**src/hdl/frs_consts.svh**
```systemverilog
// Purpose: named constants of the rate and precompensation select block
// Assumes: register index = byte address / 4
// Notes: definitions only
`ifndef FRS_CONSTS_SVH
`define FRS_CONSTS_SVH
// register indices
`define FRS_IDX_TYPE 12'h3F3
`define FRS_IDX_RATE 12'h3F4
`define FRS_IDX_DATA 12'h3F5
`define FRS_IDX_CCR 12'h3F7
`define FRS_IDX_SHADOW 12'h01F
`define FRS_IDX_CFGA 12'h040
`define FRS_IDX_CFGB 12'h041
`define FRS_IDX_STAT 12'h042
`define FRS_IDX_NONE 12'hFFF
// bus
`define FRS_HSIZE_WORD 3'h2
// reset values
`define FRS_DSR_RESET 8'h02
`define FRS_RATE_RESET 2'h2
// rate codes
`define FRS_RATE_1M 2'h3
`define FRS_RATE_500 2'h0
`define FRS_RATE_300 2'h1
`define FRS_RATE_250 2'h2
// drive rate types and drive kinds
`define FRS_RTYPE_3MODE 2'h1
`define FRS_RTYPE_TAPE 2'h2
`define FRS_KIND_STD 2'h0
`define FRS_KIND_3MODE 2'h1
`define FRS_KIND_TAPE 2'h2
// mfm rates in kbps
`define FRS_KBPS_2M 12'h7D0
`define FRS_KBPS_1M 12'h3E8
`define FRS_KBPS_500 12'h1F4
`define FRS_KBPS_300 12'h12C
`define FRS_KBPS_250 12'h0FA
// precompensation codes, and steps and defaults in ps
`define FRS_PC_ZERO 3'h7
`define FRS_PC_DEF 3'h0
`define FRS_STEP_LO_PS 18'h0_A2C3
`define FRS_STEP_2M_PS 18'h0_5161
`define FRS_DEF_2M_PS 18'h0_5161
`define FRS_DEF_1M_PS 18'h0_A2C3
`define FRS_DEF_LO_PS 18'h1_E848
// timing
`define FRS_CLK_PS 25000
`define FRS_RST_NS 100
`endif

```
**src/hdl/frs_pkg.sv**
```systemverilog
// Purpose: types of the rate and precompensation select block
// Assumes: nothing
// Notes: imported by no one; use frs_pkg::name
package frs_pkg;
   typedef struct packed {
      logic swrst;
      logic lowpow;
      logic rsv;
      logic [2:0] precomp;
      logic [1:0] rate;
   } frs_dsr_type;
   typedef struct packed {
      logic [1:0] kind;
      logic [1:0] rtype;
   } frs_drv_cfg_type;
   typedef struct packed {
      logic pin1;
      logic pin0;
   } frs_pins_type;
endpackage

```
**src/hdl/frs_rate_select.sv**
```systemverilog
// Purpose: data rate / precompensation select register with density pin mapping
// Assumes: AHB-Lite single word transfers, one slave
// Notes: reads take one wait state, writes none
//
// The AHB-Lite slave port is this design's own decision.
`timescale 1ns/10ps
`default_nettype none
`include "frs_consts.svh"

// Summary of operation
// - type readback picks F2 pair by drive
// - rate select register is write only
// - active rate is last rate written
// - bus reset loads 02H, soft reset keeps
// - bits 1:0 hold rate code
// - bits 4:2 select write precompensation
// - precomp code maps to ns steps
// - code 000 gives rate dependent default
// - precomp starts at track 0, configurable
// - bit 6 enters manual low power
// - reset or data/status access exits low power
// - bit 7 resets controller, self clearing
// - every rate select write kept in shadow copy
// - type 00 rate codes and density
// - code 01 differs for 3-mode and tape
// - rate and density drive pins, density inverted for 3-mode kind
// - density pins follow drive kind
module frs_rate_select (
   input wire logic hclk, // bus clock, 40 MHz
   input wire logic hresetn, // bus reset, active low
   input wire logic hsel, // slave select
   input wire logic [31:0] haddr, // byte address
   input wire logic [1:0] htrans, // transfer type
   input wire logic hwrite, // write when high
   input wire logic [2:0] hsize, // transfer size
   input wire logic [31:0] hwdata, // write data
   input wire logic hready, // bus ready
   output logic hreadyout, // slave ready
   output logic hresp, // always okay
   output logic [31:0] hrdata, // read data
   input wire logic [1:0] drive_sel, // drive select from digital_output_reg
   input wire logic fdc_soft_reset, // controller software reset, high
   output frs_pkg::frs_pins_type drive_density, // drive density pins
   output logic density_level, // density signal
   output logic [11:0] data_rate_kbps, // active mfm rate
   output logic [17:0] precomp_delay_ps, // write precompensation delay
   output logic [7:0] precomp_start_track, // first precompensated track
   output logic low_power, // clock and separator stopped
   output logic ctrl_reset // controller reset pulse
);
   localparam int RST_CYC_I = (`FRS_RST_NS * 1000 + `FRS_CLK_PS - 1) / `FRS_CLK_PS;
   localparam logic [2:0] RST_CYC = 3'(RST_CYC_I);

   // ---------------------------------------------------------------
   // bus slave
   // ---------------------------------------------------------------
   logic wr_pend, next_wr_pend;
   logic rd_pend, next_rd_pend;
   logic [11:0] addr_q, next_addr_q;
   logic next_hreadyout;
   logic [31:0] next_hrdata, rd_val;
   logic accept, access_evt;
   frs_pkg::frs_dsr_type dsr, next_dsr;
   logic [1:0] rate, next_rate;
   logic [7:0] shadow, next_shadow;
   logic [15:0] cfga, next_cfga;
   frs_pkg::frs_drv_cfg_type [3:0] cfgb, next_cfgb;
   logic [2:0] rst_cnt, next_rst_cnt;
   logic next_low_power, next_ctrl_reset;
   frs_pkg::frs_drv_cfg_type sel_cfg;
   frs_pkg::frs_pins_type next_pins;
   logic next_density;
   logic [11:0] next_kbps;
   logic [17:0] next_delay;
   logic wr_rate, wr_ccr;

   assign accept = hsel && htrans[1] && hready && (hsize == `FRS_HSIZE_WORD);
   // data register or status read wakes the controller
   assign access_evt = accept && ((haddr[13:2] == `FRS_IDX_DATA) ||
      (!hwrite && haddr[13:2] == `FRS_IDX_RATE));

   // read mux; the rate select address reads zero here
   always_comb begin
      unique case (addr_q)
         `FRS_IDX_TYPE: rd_val = {26'h0, cfga[{drive_sel, 1'b0} +: 2], 4'h0};
         `FRS_IDX_SHADOW: rd_val = {24'h0, shadow};
         `FRS_IDX_CFGA: rd_val = {16'h0, cfga};
         `FRS_IDX_CFGB: rd_val = {16'h0, cfgb};
         `FRS_IDX_STAT: rd_val = {precomp_delay_ps, 7'h0, ctrl_reset, low_power,
            drive_density, density_level, rate};
         default: rd_val = 32'h0000_0000;
      endcase
   end

   // address phase capture; a read waits one cycle so a write just before it has landed
   always_comb begin
      next_wr_pend = accept && hwrite;
      next_rd_pend = accept && !hwrite;
      next_addr_q = addr_q;
      if (accept) begin
         next_addr_q = (haddr[31:14] == 18'h0_0000) ? haddr[13:2] : `FRS_IDX_NONE;
      end
      next_hreadyout = !(accept && !hwrite);
      next_hrdata = rd_pend ? rd_val : hrdata;
   end

   always_ff @(posedge hclk or negedge hresetn) begin
      if (!hresetn) begin
         wr_pend <= 1'b0;
         rd_pend <= 1'b0;
         addr_q <= `FRS_IDX_NONE;
         hreadyout <= 1'b1;
         hrdata <= 32'h0000_0000;
         hresp <= 1'b0;
      end else begin
         wr_pend <= next_wr_pend;
         rd_pend <= next_rd_pend;
         addr_q <= next_addr_q;
         hreadyout <= next_hreadyout;
         hrdata <= next_hrdata;
         hresp <= 1'b0;
      end
   end

   // ---------------------------------------------------------------
   // registers and control
   // ---------------------------------------------------------------
   assign wr_rate = wr_pend && (addr_q == `FRS_IDX_RATE);
   assign wr_ccr = wr_pend && (addr_q == `FRS_IDX_CCR);

   // soft reset touches none of these; only the bus reset restores them
   always_comb begin
      next_dsr = dsr;
      next_rate = rate;
      next_shadow = shadow;
      next_cfga = cfga;
      next_cfgb = cfgb;
      if (wr_rate) begin
         next_dsr = hwdata[7:0];
         next_dsr.swrst = 1'b0;
         next_dsr.rsv = 1'b0;
         next_shadow = hwdata[7:0];
         next_rate = hwdata[1:0];
      end
      if (wr_ccr) begin
         next_rate = hwdata[1:0];
      end
      if (wr_pend && addr_q == `FRS_IDX_CFGA) begin
         next_cfga = hwdata[15:0];
      end
      if (wr_pend && addr_q == `FRS_IDX_CFGB) begin
         next_cfgb = hwdata[15:0];
      end
   end

   // reset pulse stretched to the minimum controller reset width
   always_comb begin
      next_rst_cnt = rst_cnt;
      if (wr_rate && hwdata[7]) begin
         next_rst_cnt = RST_CYC;
      end else if (rst_cnt != 3'h0) begin
         next_rst_cnt = rst_cnt - 3'h1;
      end
      next_ctrl_reset = (next_rst_cnt != 3'h0);
      // a new entry request wins over a wake event in the same cycle
      next_low_power = low_power;
      if (fdc_soft_reset || ctrl_reset || access_evt) begin
         next_low_power = 1'b0;
      end
      if (wr_rate && hwdata[6]) begin
         next_low_power = 1'b1;
      end
   end

   always_ff @(posedge hclk or negedge hresetn) begin
      if (!hresetn) begin
         dsr <= `FRS_DSR_RESET;
         rate <= `FRS_RATE_RESET;
         shadow <= `FRS_DSR_RESET;
         cfga <= 16'h0000;
         cfgb <= 16'h0000;
         rst_cnt <= 3'h0;
         ctrl_reset <= 1'b0;
         low_power <= 1'b0;
      end else begin
         dsr <= next_dsr;
         rate <= next_rate;
         shadow <= next_shadow;
         cfga <= next_cfga;
         cfgb <= next_cfgb;
         rst_cnt <= next_rst_cnt;
         ctrl_reset <= next_ctrl_reset;
         low_power <= next_low_power;
      end
   end

   // ---------------------------------------------------------------
   // rate, density and precompensation decode
   // ---------------------------------------------------------------
   assign sel_cfg = cfgb[drive_sel];

   always_comb begin
      unique case (rate)
         `FRS_RATE_1M: next_kbps = `FRS_KBPS_1M;
         `FRS_RATE_500: next_kbps = `FRS_KBPS_500;
         `FRS_RATE_250: next_kbps = `FRS_KBPS_250;
         `FRS_RATE_300: begin
            if (sel_cfg.rtype == `FRS_RTYPE_3MODE) begin
               next_kbps = `FRS_KBPS_500;
            end else if (sel_cfg.rtype == `FRS_RTYPE_TAPE) begin
               next_kbps = `FRS_KBPS_2M;
            end else begin
               next_kbps = `FRS_KBPS_300;
            end
         end
      endcase
      next_density = (rate == `FRS_RATE_1M) || (rate == `FRS_RATE_500);
      // pins carry raw code bits and density; the 3-mode kind inverts density
      unique case (sel_cfg.kind)
         `FRS_KIND_STD: next_pins = {rate[0], next_density};
         `FRS_KIND_TAPE: next_pins = {rate[0], rate[1]};
         `FRS_KIND_3MODE: next_pins = {rate[0], !next_density};
         default: next_pins = {rate[1], rate[0]};
      endcase
      // steps use the rate in force, so 2 Mbps halves the step
      if (dsr.precomp == `FRS_PC_ZERO) begin
         next_delay = 18'h0_0000;
      end else if (dsr.precomp == `FRS_PC_DEF) begin
         if (next_kbps == `FRS_KBPS_2M) begin
            next_delay = `FRS_DEF_2M_PS;
         end else if (next_kbps == `FRS_KBPS_1M) begin
            next_delay = `FRS_DEF_1M_PS;
         end else begin
            next_delay = `FRS_DEF_LO_PS;
         end
      end else if (next_kbps == `FRS_KBPS_2M) begin
         next_delay = 18'({15'h0000, dsr.precomp} * `FRS_STEP_2M_PS);
      end else begin
         next_delay = 18'({15'h0000, dsr.precomp} * `FRS_STEP_LO_PS);
      end
   end

   always_ff @(posedge hclk or negedge hresetn) begin
      if (!hresetn) begin
         data_rate_kbps <= `FRS_KBPS_250;
         density_level <= 1'b0;
         drive_density <= 2'h0;
         precomp_delay_ps <= `FRS_DEF_LO_PS;
         precomp_start_track <= 8'h00;
      end else begin
         data_rate_kbps <= next_kbps;
         density_level <= next_density;
         drive_density <= next_pins;
         precomp_delay_ps <= next_delay;
         precomp_start_track <= cfga[15:8];
      end
   end

   // ---------------------------------------------------------------
   // checks
   // ---------------------------------------------------------------
   rate_read_zero_a: assert property (@(posedge hclk) disable iff (!hresetn)
      (rd_pend && addr_q == `FRS_IDX_RATE) |=> (hreadyout && hrdata == 32'h0000_0000))
      else $error("rate select read not zero");
   dsr_write_rate_a: assert property (@(posedge hclk) disable iff (!hresetn)
      wr_rate |=> (rate == $past(hwdata[1:0])) ##1 (density_level == (rate[1] == rate[0])))
      else $error("rate write not applied");
   ccr_write_rate_a: assert property (@(posedge hclk) disable iff (!hresetn)
      (wr_ccr && !wr_rate) |=> rate == $past(hwdata[1:0]))
      else $error("ccr rate write not applied");
   shadow_copy_a: assert property (@(posedge hclk) disable iff (!hresetn)
      wr_rate |=> shadow == $past(hwdata[7:0]))
      else $error("shadow not updated");
   tape_rate_a: assert property (@(posedge hclk) disable iff (!hresetn)
      (rate == `FRS_RATE_300 && sel_cfg.rtype == `FRS_RTYPE_TAPE) |=>
      data_rate_kbps == `FRS_KBPS_2M)
      else $error("tape rate wrong");
   pins_swap_a: assert property (@(posedge hclk) disable iff (!hresetn)
      (sel_cfg.kind == 2'h3) |=> drive_density == $past(rate))
      else $error("density pins wrong");
   precomp_zero_a: assert property (@(posedge hclk) disable iff (!hresetn)
      dsr.precomp == `FRS_PC_ZERO |=> precomp_delay_ps == 18'h0_0000)
      else $error("zero precomp wrong");
   precomp_default_a: assert property (@(posedge hclk) disable iff (!hresetn)
      (dsr.precomp == `FRS_PC_DEF && rate == `FRS_RATE_250) |=>
      precomp_delay_ps == `FRS_DEF_LO_PS)
      else $error("default precomp wrong");
   reset_pulse_a: assert property (@(posedge hclk) disable iff (!hresetn)
      (wr_rate && hwdata[7] && rst_cnt == 3'h0) |=> ctrl_reset [*4] ##1 !ctrl_reset)
      else $error("reset pulse width wrong");
   lp_exit_a: assert property (@(posedge hclk) disable iff (!hresetn)
      (fdc_soft_reset && !(wr_rate && hwdata[6])) |=> !low_power)
      else $error("low power not left");
   lp_enter_a: assert property (@(posedge hclk) disable iff (!hresetn)
      (wr_rate && hwdata[6]) |=> low_power)
      else $error("low power not entered");
   // a controller soft reset must leave the rate select contents alone
   soft_reset_keep_a: assert property (@(posedge hclk) disable iff (!hresetn)
      (fdc_soft_reset && !wr_rate && !wr_ccr) |=> (rate == $past(rate) && dsr == $past(dsr)))
      else $error("soft reset changed rate select");
endmodule
`default_nettype wire

```
**config.mk**
```make
export PLATFORM = sky130hd
export DESIGN_NAME = frs_rate_select
export DESIGN_NICKNAME = d
export VERILOG_FILES = /design/src/hdl/frs_pkg.sv /design/src/hdl/frs_rate_select.sv
export VERILOG_INCLUDE_DIRS = /design/src /design/src/hdl
export SDC_FILE = /design/constraint.sdc
export NUM_CORES = 1
export LEC_CHECK = 0
export BUFFER_PORTS_ARGS = -buffer_cell sky130_fd_sc_hd__buf_2
export CAP_MARGIN = 20
export CORE_MARGIN = 8
export CORE_UTILIZATION = 53
export DETAILED_ROUTE_END_ITERATION = 8
export HOLD_SLACK_MARGIN = 0.1
export PLACE_DENSITY_LB_ADDON = 0.1
export SETUP_SLACK_MARGIN = 0.05
export SLEW_MARGIN = 15
export SYNTH_ARGS = -nofsm -noshare
export SYNTH_HDL_FRONTEND = slang
export SYNTH_SLANG_ARGS = --single-unit
```
**constraint.sdc**
```tcl
create_clock -name hclk -period 2.6 [get_ports hclk]
set_input_delay 0.52 -clock hclk [delete_from_list [all_inputs] [get_ports hclk]]
set_output_delay 0.52 -clock hclk [all_outputs]
set_load 0.05 [all_outputs]
```
==> flow_metrics.py <==
metrics = {
    "run_status": {
        "status": "finished clean",
    },
    "cts": {
        "cts_max_level": 4,
        "cts_buffer_depth": 2,
        "clk_latency_ns": 0.42,
        "tritoncts.num_buffers": 17,
        "hold_buffers": 0,
        "cts_resized": 0,
        "cts.clk_slew.worst_paths_ns": 0.06,
        "cts.sinks": 132,
        "postCtsSetupRepairBufs": 0,
        "cts-root-buf": "clkbuf_16",
        "cts_tree": "yes",
    },
    "timing": {
        "maxSlewViolCount": 0,
        "min_period_over_period": 0.9462,
        "setup_viol": 0,
        "hold_viol_final": 0,
        "worst_pin_slew_ns": 0.8009,
        "maxSlewHeadroom": 0.4637,
        "timing.fmax_ghz": 0.4065,
        "layout_min_cycle_time_ns": 2.460,
        "rsz0062_at_grt": "no",
        "skew_ns": 0.008056,
    },
    "synthesis": {
        "avgSynthCellArea_um2": 12.00,
        "postSynthCellCount": 508,
        "ys_top_cells_by_area": "dfrtp_1 43%, dfstp_2 12%, mux2_2 4.8%",
        "synth_top_area_cell": "dfrtp_1",
        "synth_top_cell_area_share": 0.4311,
        "yosysWarningCount": 0,
        "seq_area_frac_synth": 0.5475,
        "synth-main-ff-cell": "dfrtp_1",
        "synth_cell_types": 61,
        "synthArstFlopShare": 1.000,
        "synth_edf_count": 0,
        "syn_area_um2": 6095,
        "ys_ff_latch": 132,
    },
    "route": {
        "detail_route.iter0.violations": 215,
        "dr.pass1.iters": 4,
        "drc": 0,
        "dr_total_vias": 4480,
        "drt_wl_total_mm": 15.25,
        "antenna_left": 0,
        "vias_per_cell": 5.504,
        "wire_per_inst_um": 18.73,
    },
    "floorplanning": {
        "die_w_um": 123.2,
        "core.rowCount": 39,
        "io_pins": 154,
        "start_util": 0.5384,
        "die_h_um": 123.2,
        "die_area_um2": 15190,
        "coreArea_um2": 11320,
    },
    "setup_path": {
        "worstSetupPathType": "reg2reg",
        "reg2regPathDepth": 8,
        "reg2reg_from": "cfgb[12]$_DFFE_PN0P_",
        "required_ns": 2.89,
        "critPathMostFrequentCell": "a21oi_1",
        "r2r_end": "precomp_delay_ps[1]$_DFF_PN0_",
        "worstPathCellList": "mux4_2, inv_2, ha_4, nand2_2, or2_4, or4_4, a21oi_1, a21oi_1",
        "cpPeakStageDelay_ns": 0.61,
        "rrSetupSlack_ns": 0.14,
        "path_max_fanout": 9,
        "arrival_ns": 2.75,
        "critPathLaunchType": "register",
        "cp-end-kind": "register",
        "slowest_stage": "or4_4",
    },
    "pwr": {
        "total_power_uw": 5438,
        "power_leakage_uw": 0.003754,
        "peakVddDrop_v": 0.0004475,
        "p_per_area_nw_per_um2": 707.5,
    },
    "cells_and_area": {
        "final_common_cell": "buf_2",
        "areaGrowthSynthToFinish_pct": 26.11,
        "fill_cells": 897,
        "final_cell_mix": "130 x buf_2, 105 x dfrtp_1, 48 x nand2_1",
        "diodes": 0,
        "nets": 758,
        "layout-drive-gt1-share": 0.4024,
        "final_area_um2": 7686,
    },
    "placement": {
        "io_buffers": 131,
        "gp_congestion": 0.8844,
        "place_area_um2": 7087,
        "dp_hpwl_mm": 11.43,
    },
    "min_path": {
        "hp-class": "in2async",
    },
    "job": {
        "maxCapViolCount": 0,
    },
    "global_routing": {
        "grt_max_degree": 47,
        "grtUsageTotal": 0.2118,
        "grt_pass1_wl_mm": 24.54,
        "antenna_found_initial": 0,
        "overflow": 0,
        "grt_pass1_vias": 4765,
    },
}
## flip-flops by register name (all words and copies together) (netlist names), 2 cells and up
| register | count |
|---|---|
| hrdata | 32 |
| data_rate_kbps | 9 |
| precomp_start_track | 8 |
| precomp_delay_ps | 18 |
| shadow | 6 |
| cfgb | 16 |
| cfga | 16 |
| dsr | 2 |
| rst_cnt | 3 |
| drive_density | 2 |
| rate | 2 |
| addr_q | 12 |
## layer usage
layer | routed length (um) | up-vias | GRT usage
li1 | - | 2126 | -
met1 | 6354 | 2201 | 0.2521
met2 | 7660 | 132 | 0.3528
met3 | 944 | 21 | 0.05799
met4 | 286 | 0 | 0.09556
met5 | 0 | - | 0
## layout make-up
| cell class | instances | area, um2 | share of cell area |
|---|---|---|---|
| repair buffers | 159 | 918.4 | 0.1195 |
| well taps | 143 | 178.9 | 0.02328 |
| clock inverters | 8 | 97.59 | 0.01270 |
| multi-input cells | 325 | 2566 | 0.3339 |
| inverters | 23 | 86.33 | 0.01123 |
| clock buffers | 24 | 501.7 | 0.06528 |
| flip-flops and latches | 132 | 3337 | 0.4342 |
## Yosys cell counts, drive strengths merged (3+ instances only)
library cell / count
a21oi: 18
a221oi: 5
a22o: 16
and2: 3
and3: 5
buf: 11
clkbuf: 19
dfrtp: 105
dfstp: 27
ha: 22
inv: 23
mux2: 36
mux2i: 15
mux4: 6
nand2: 50
nand2b: 7
nand3: 9
nand4: 3
nor2: 20
nor2b: 7
nor3: 7
nor4: 9
o21ai: 25
o22a: 12
o2bb2ai: 12
or4: 3
xnor2: 3
## stage by stage
step	cells	TNS (ns)	util	setup WS [ns]	hold slack (ns)
after floorplan	510	0	-	0.003377	0.2244
after global placement	782	-0.5506	0.6260	-0.09331	0.3783
after detailed placement	782	-0.8450	0.6260	-0.1291	0.3799
after CTS	814	0	0.6789	0.1502	0.1211
after global routing	814	0	0.6789	0.06698	0.1586
final	814	0	0.6789	0.1399	0.1171
## where the power goes
group          internal [uW]  switching (uW)
Sequential              2210             136
Combinational            296             415
Clock                   1530             844
Total                   4040            1390
## worst max path at each step
stage                              start                        endpoint  slack [ns]  cells past startpoint
finish              cfgb[12]$_DFFE_PN0P_   precomp_delay_ps[1]$_DFF_PN0_        0.14                      8
global route        cfgb[12]$_DFFE_PN0P_  precomp_delay_ps[17]$_DFF_PN0_        0.07                      9
CTS                  cfgb[4]$_DFFE_PN0P_   precomp_delay_ps[7]$_DFF_PN0_        0.15                      8
detailed placement          drive_sel[0]   precomp_delay_ps[7]$_DFF_PN0_       -0.13                      9
global placement            drive_sel[0]   precomp_delay_ps[7]$_DFF_PN0_       -0.09                      9
floorplan                   drive_sel[0]   precomp_delay_ps[1]$_DFF_PN0_       0.003                      9
## critical path: cells and delay by family (launching register included)
kind	cells	cell delay, ns
AO/OA/AOI/OAI	2	0.30
adder cells (fa/ha/maj)	1	0.12
multiplexers	1	0.49
buffers and inverters	1	0.09
flip-flops	1	0.40
AND/OR/NAND/NOR	3	0.91
## logic make-up after synthesis
| logic type | share of synthesized area |
|---|---|
| buf+inv | 0.03798 |
| other cells | 0.0006153 |
| mux | 0.1195 |
| flops | 0.5475 |
| compound gates | 0.1215 |
| simple gates | 0.1187 |
| fa+ha+maj | 0.04845 |
| xor+xnor | 0.005749 |
(Power assumes the default switching activity.)
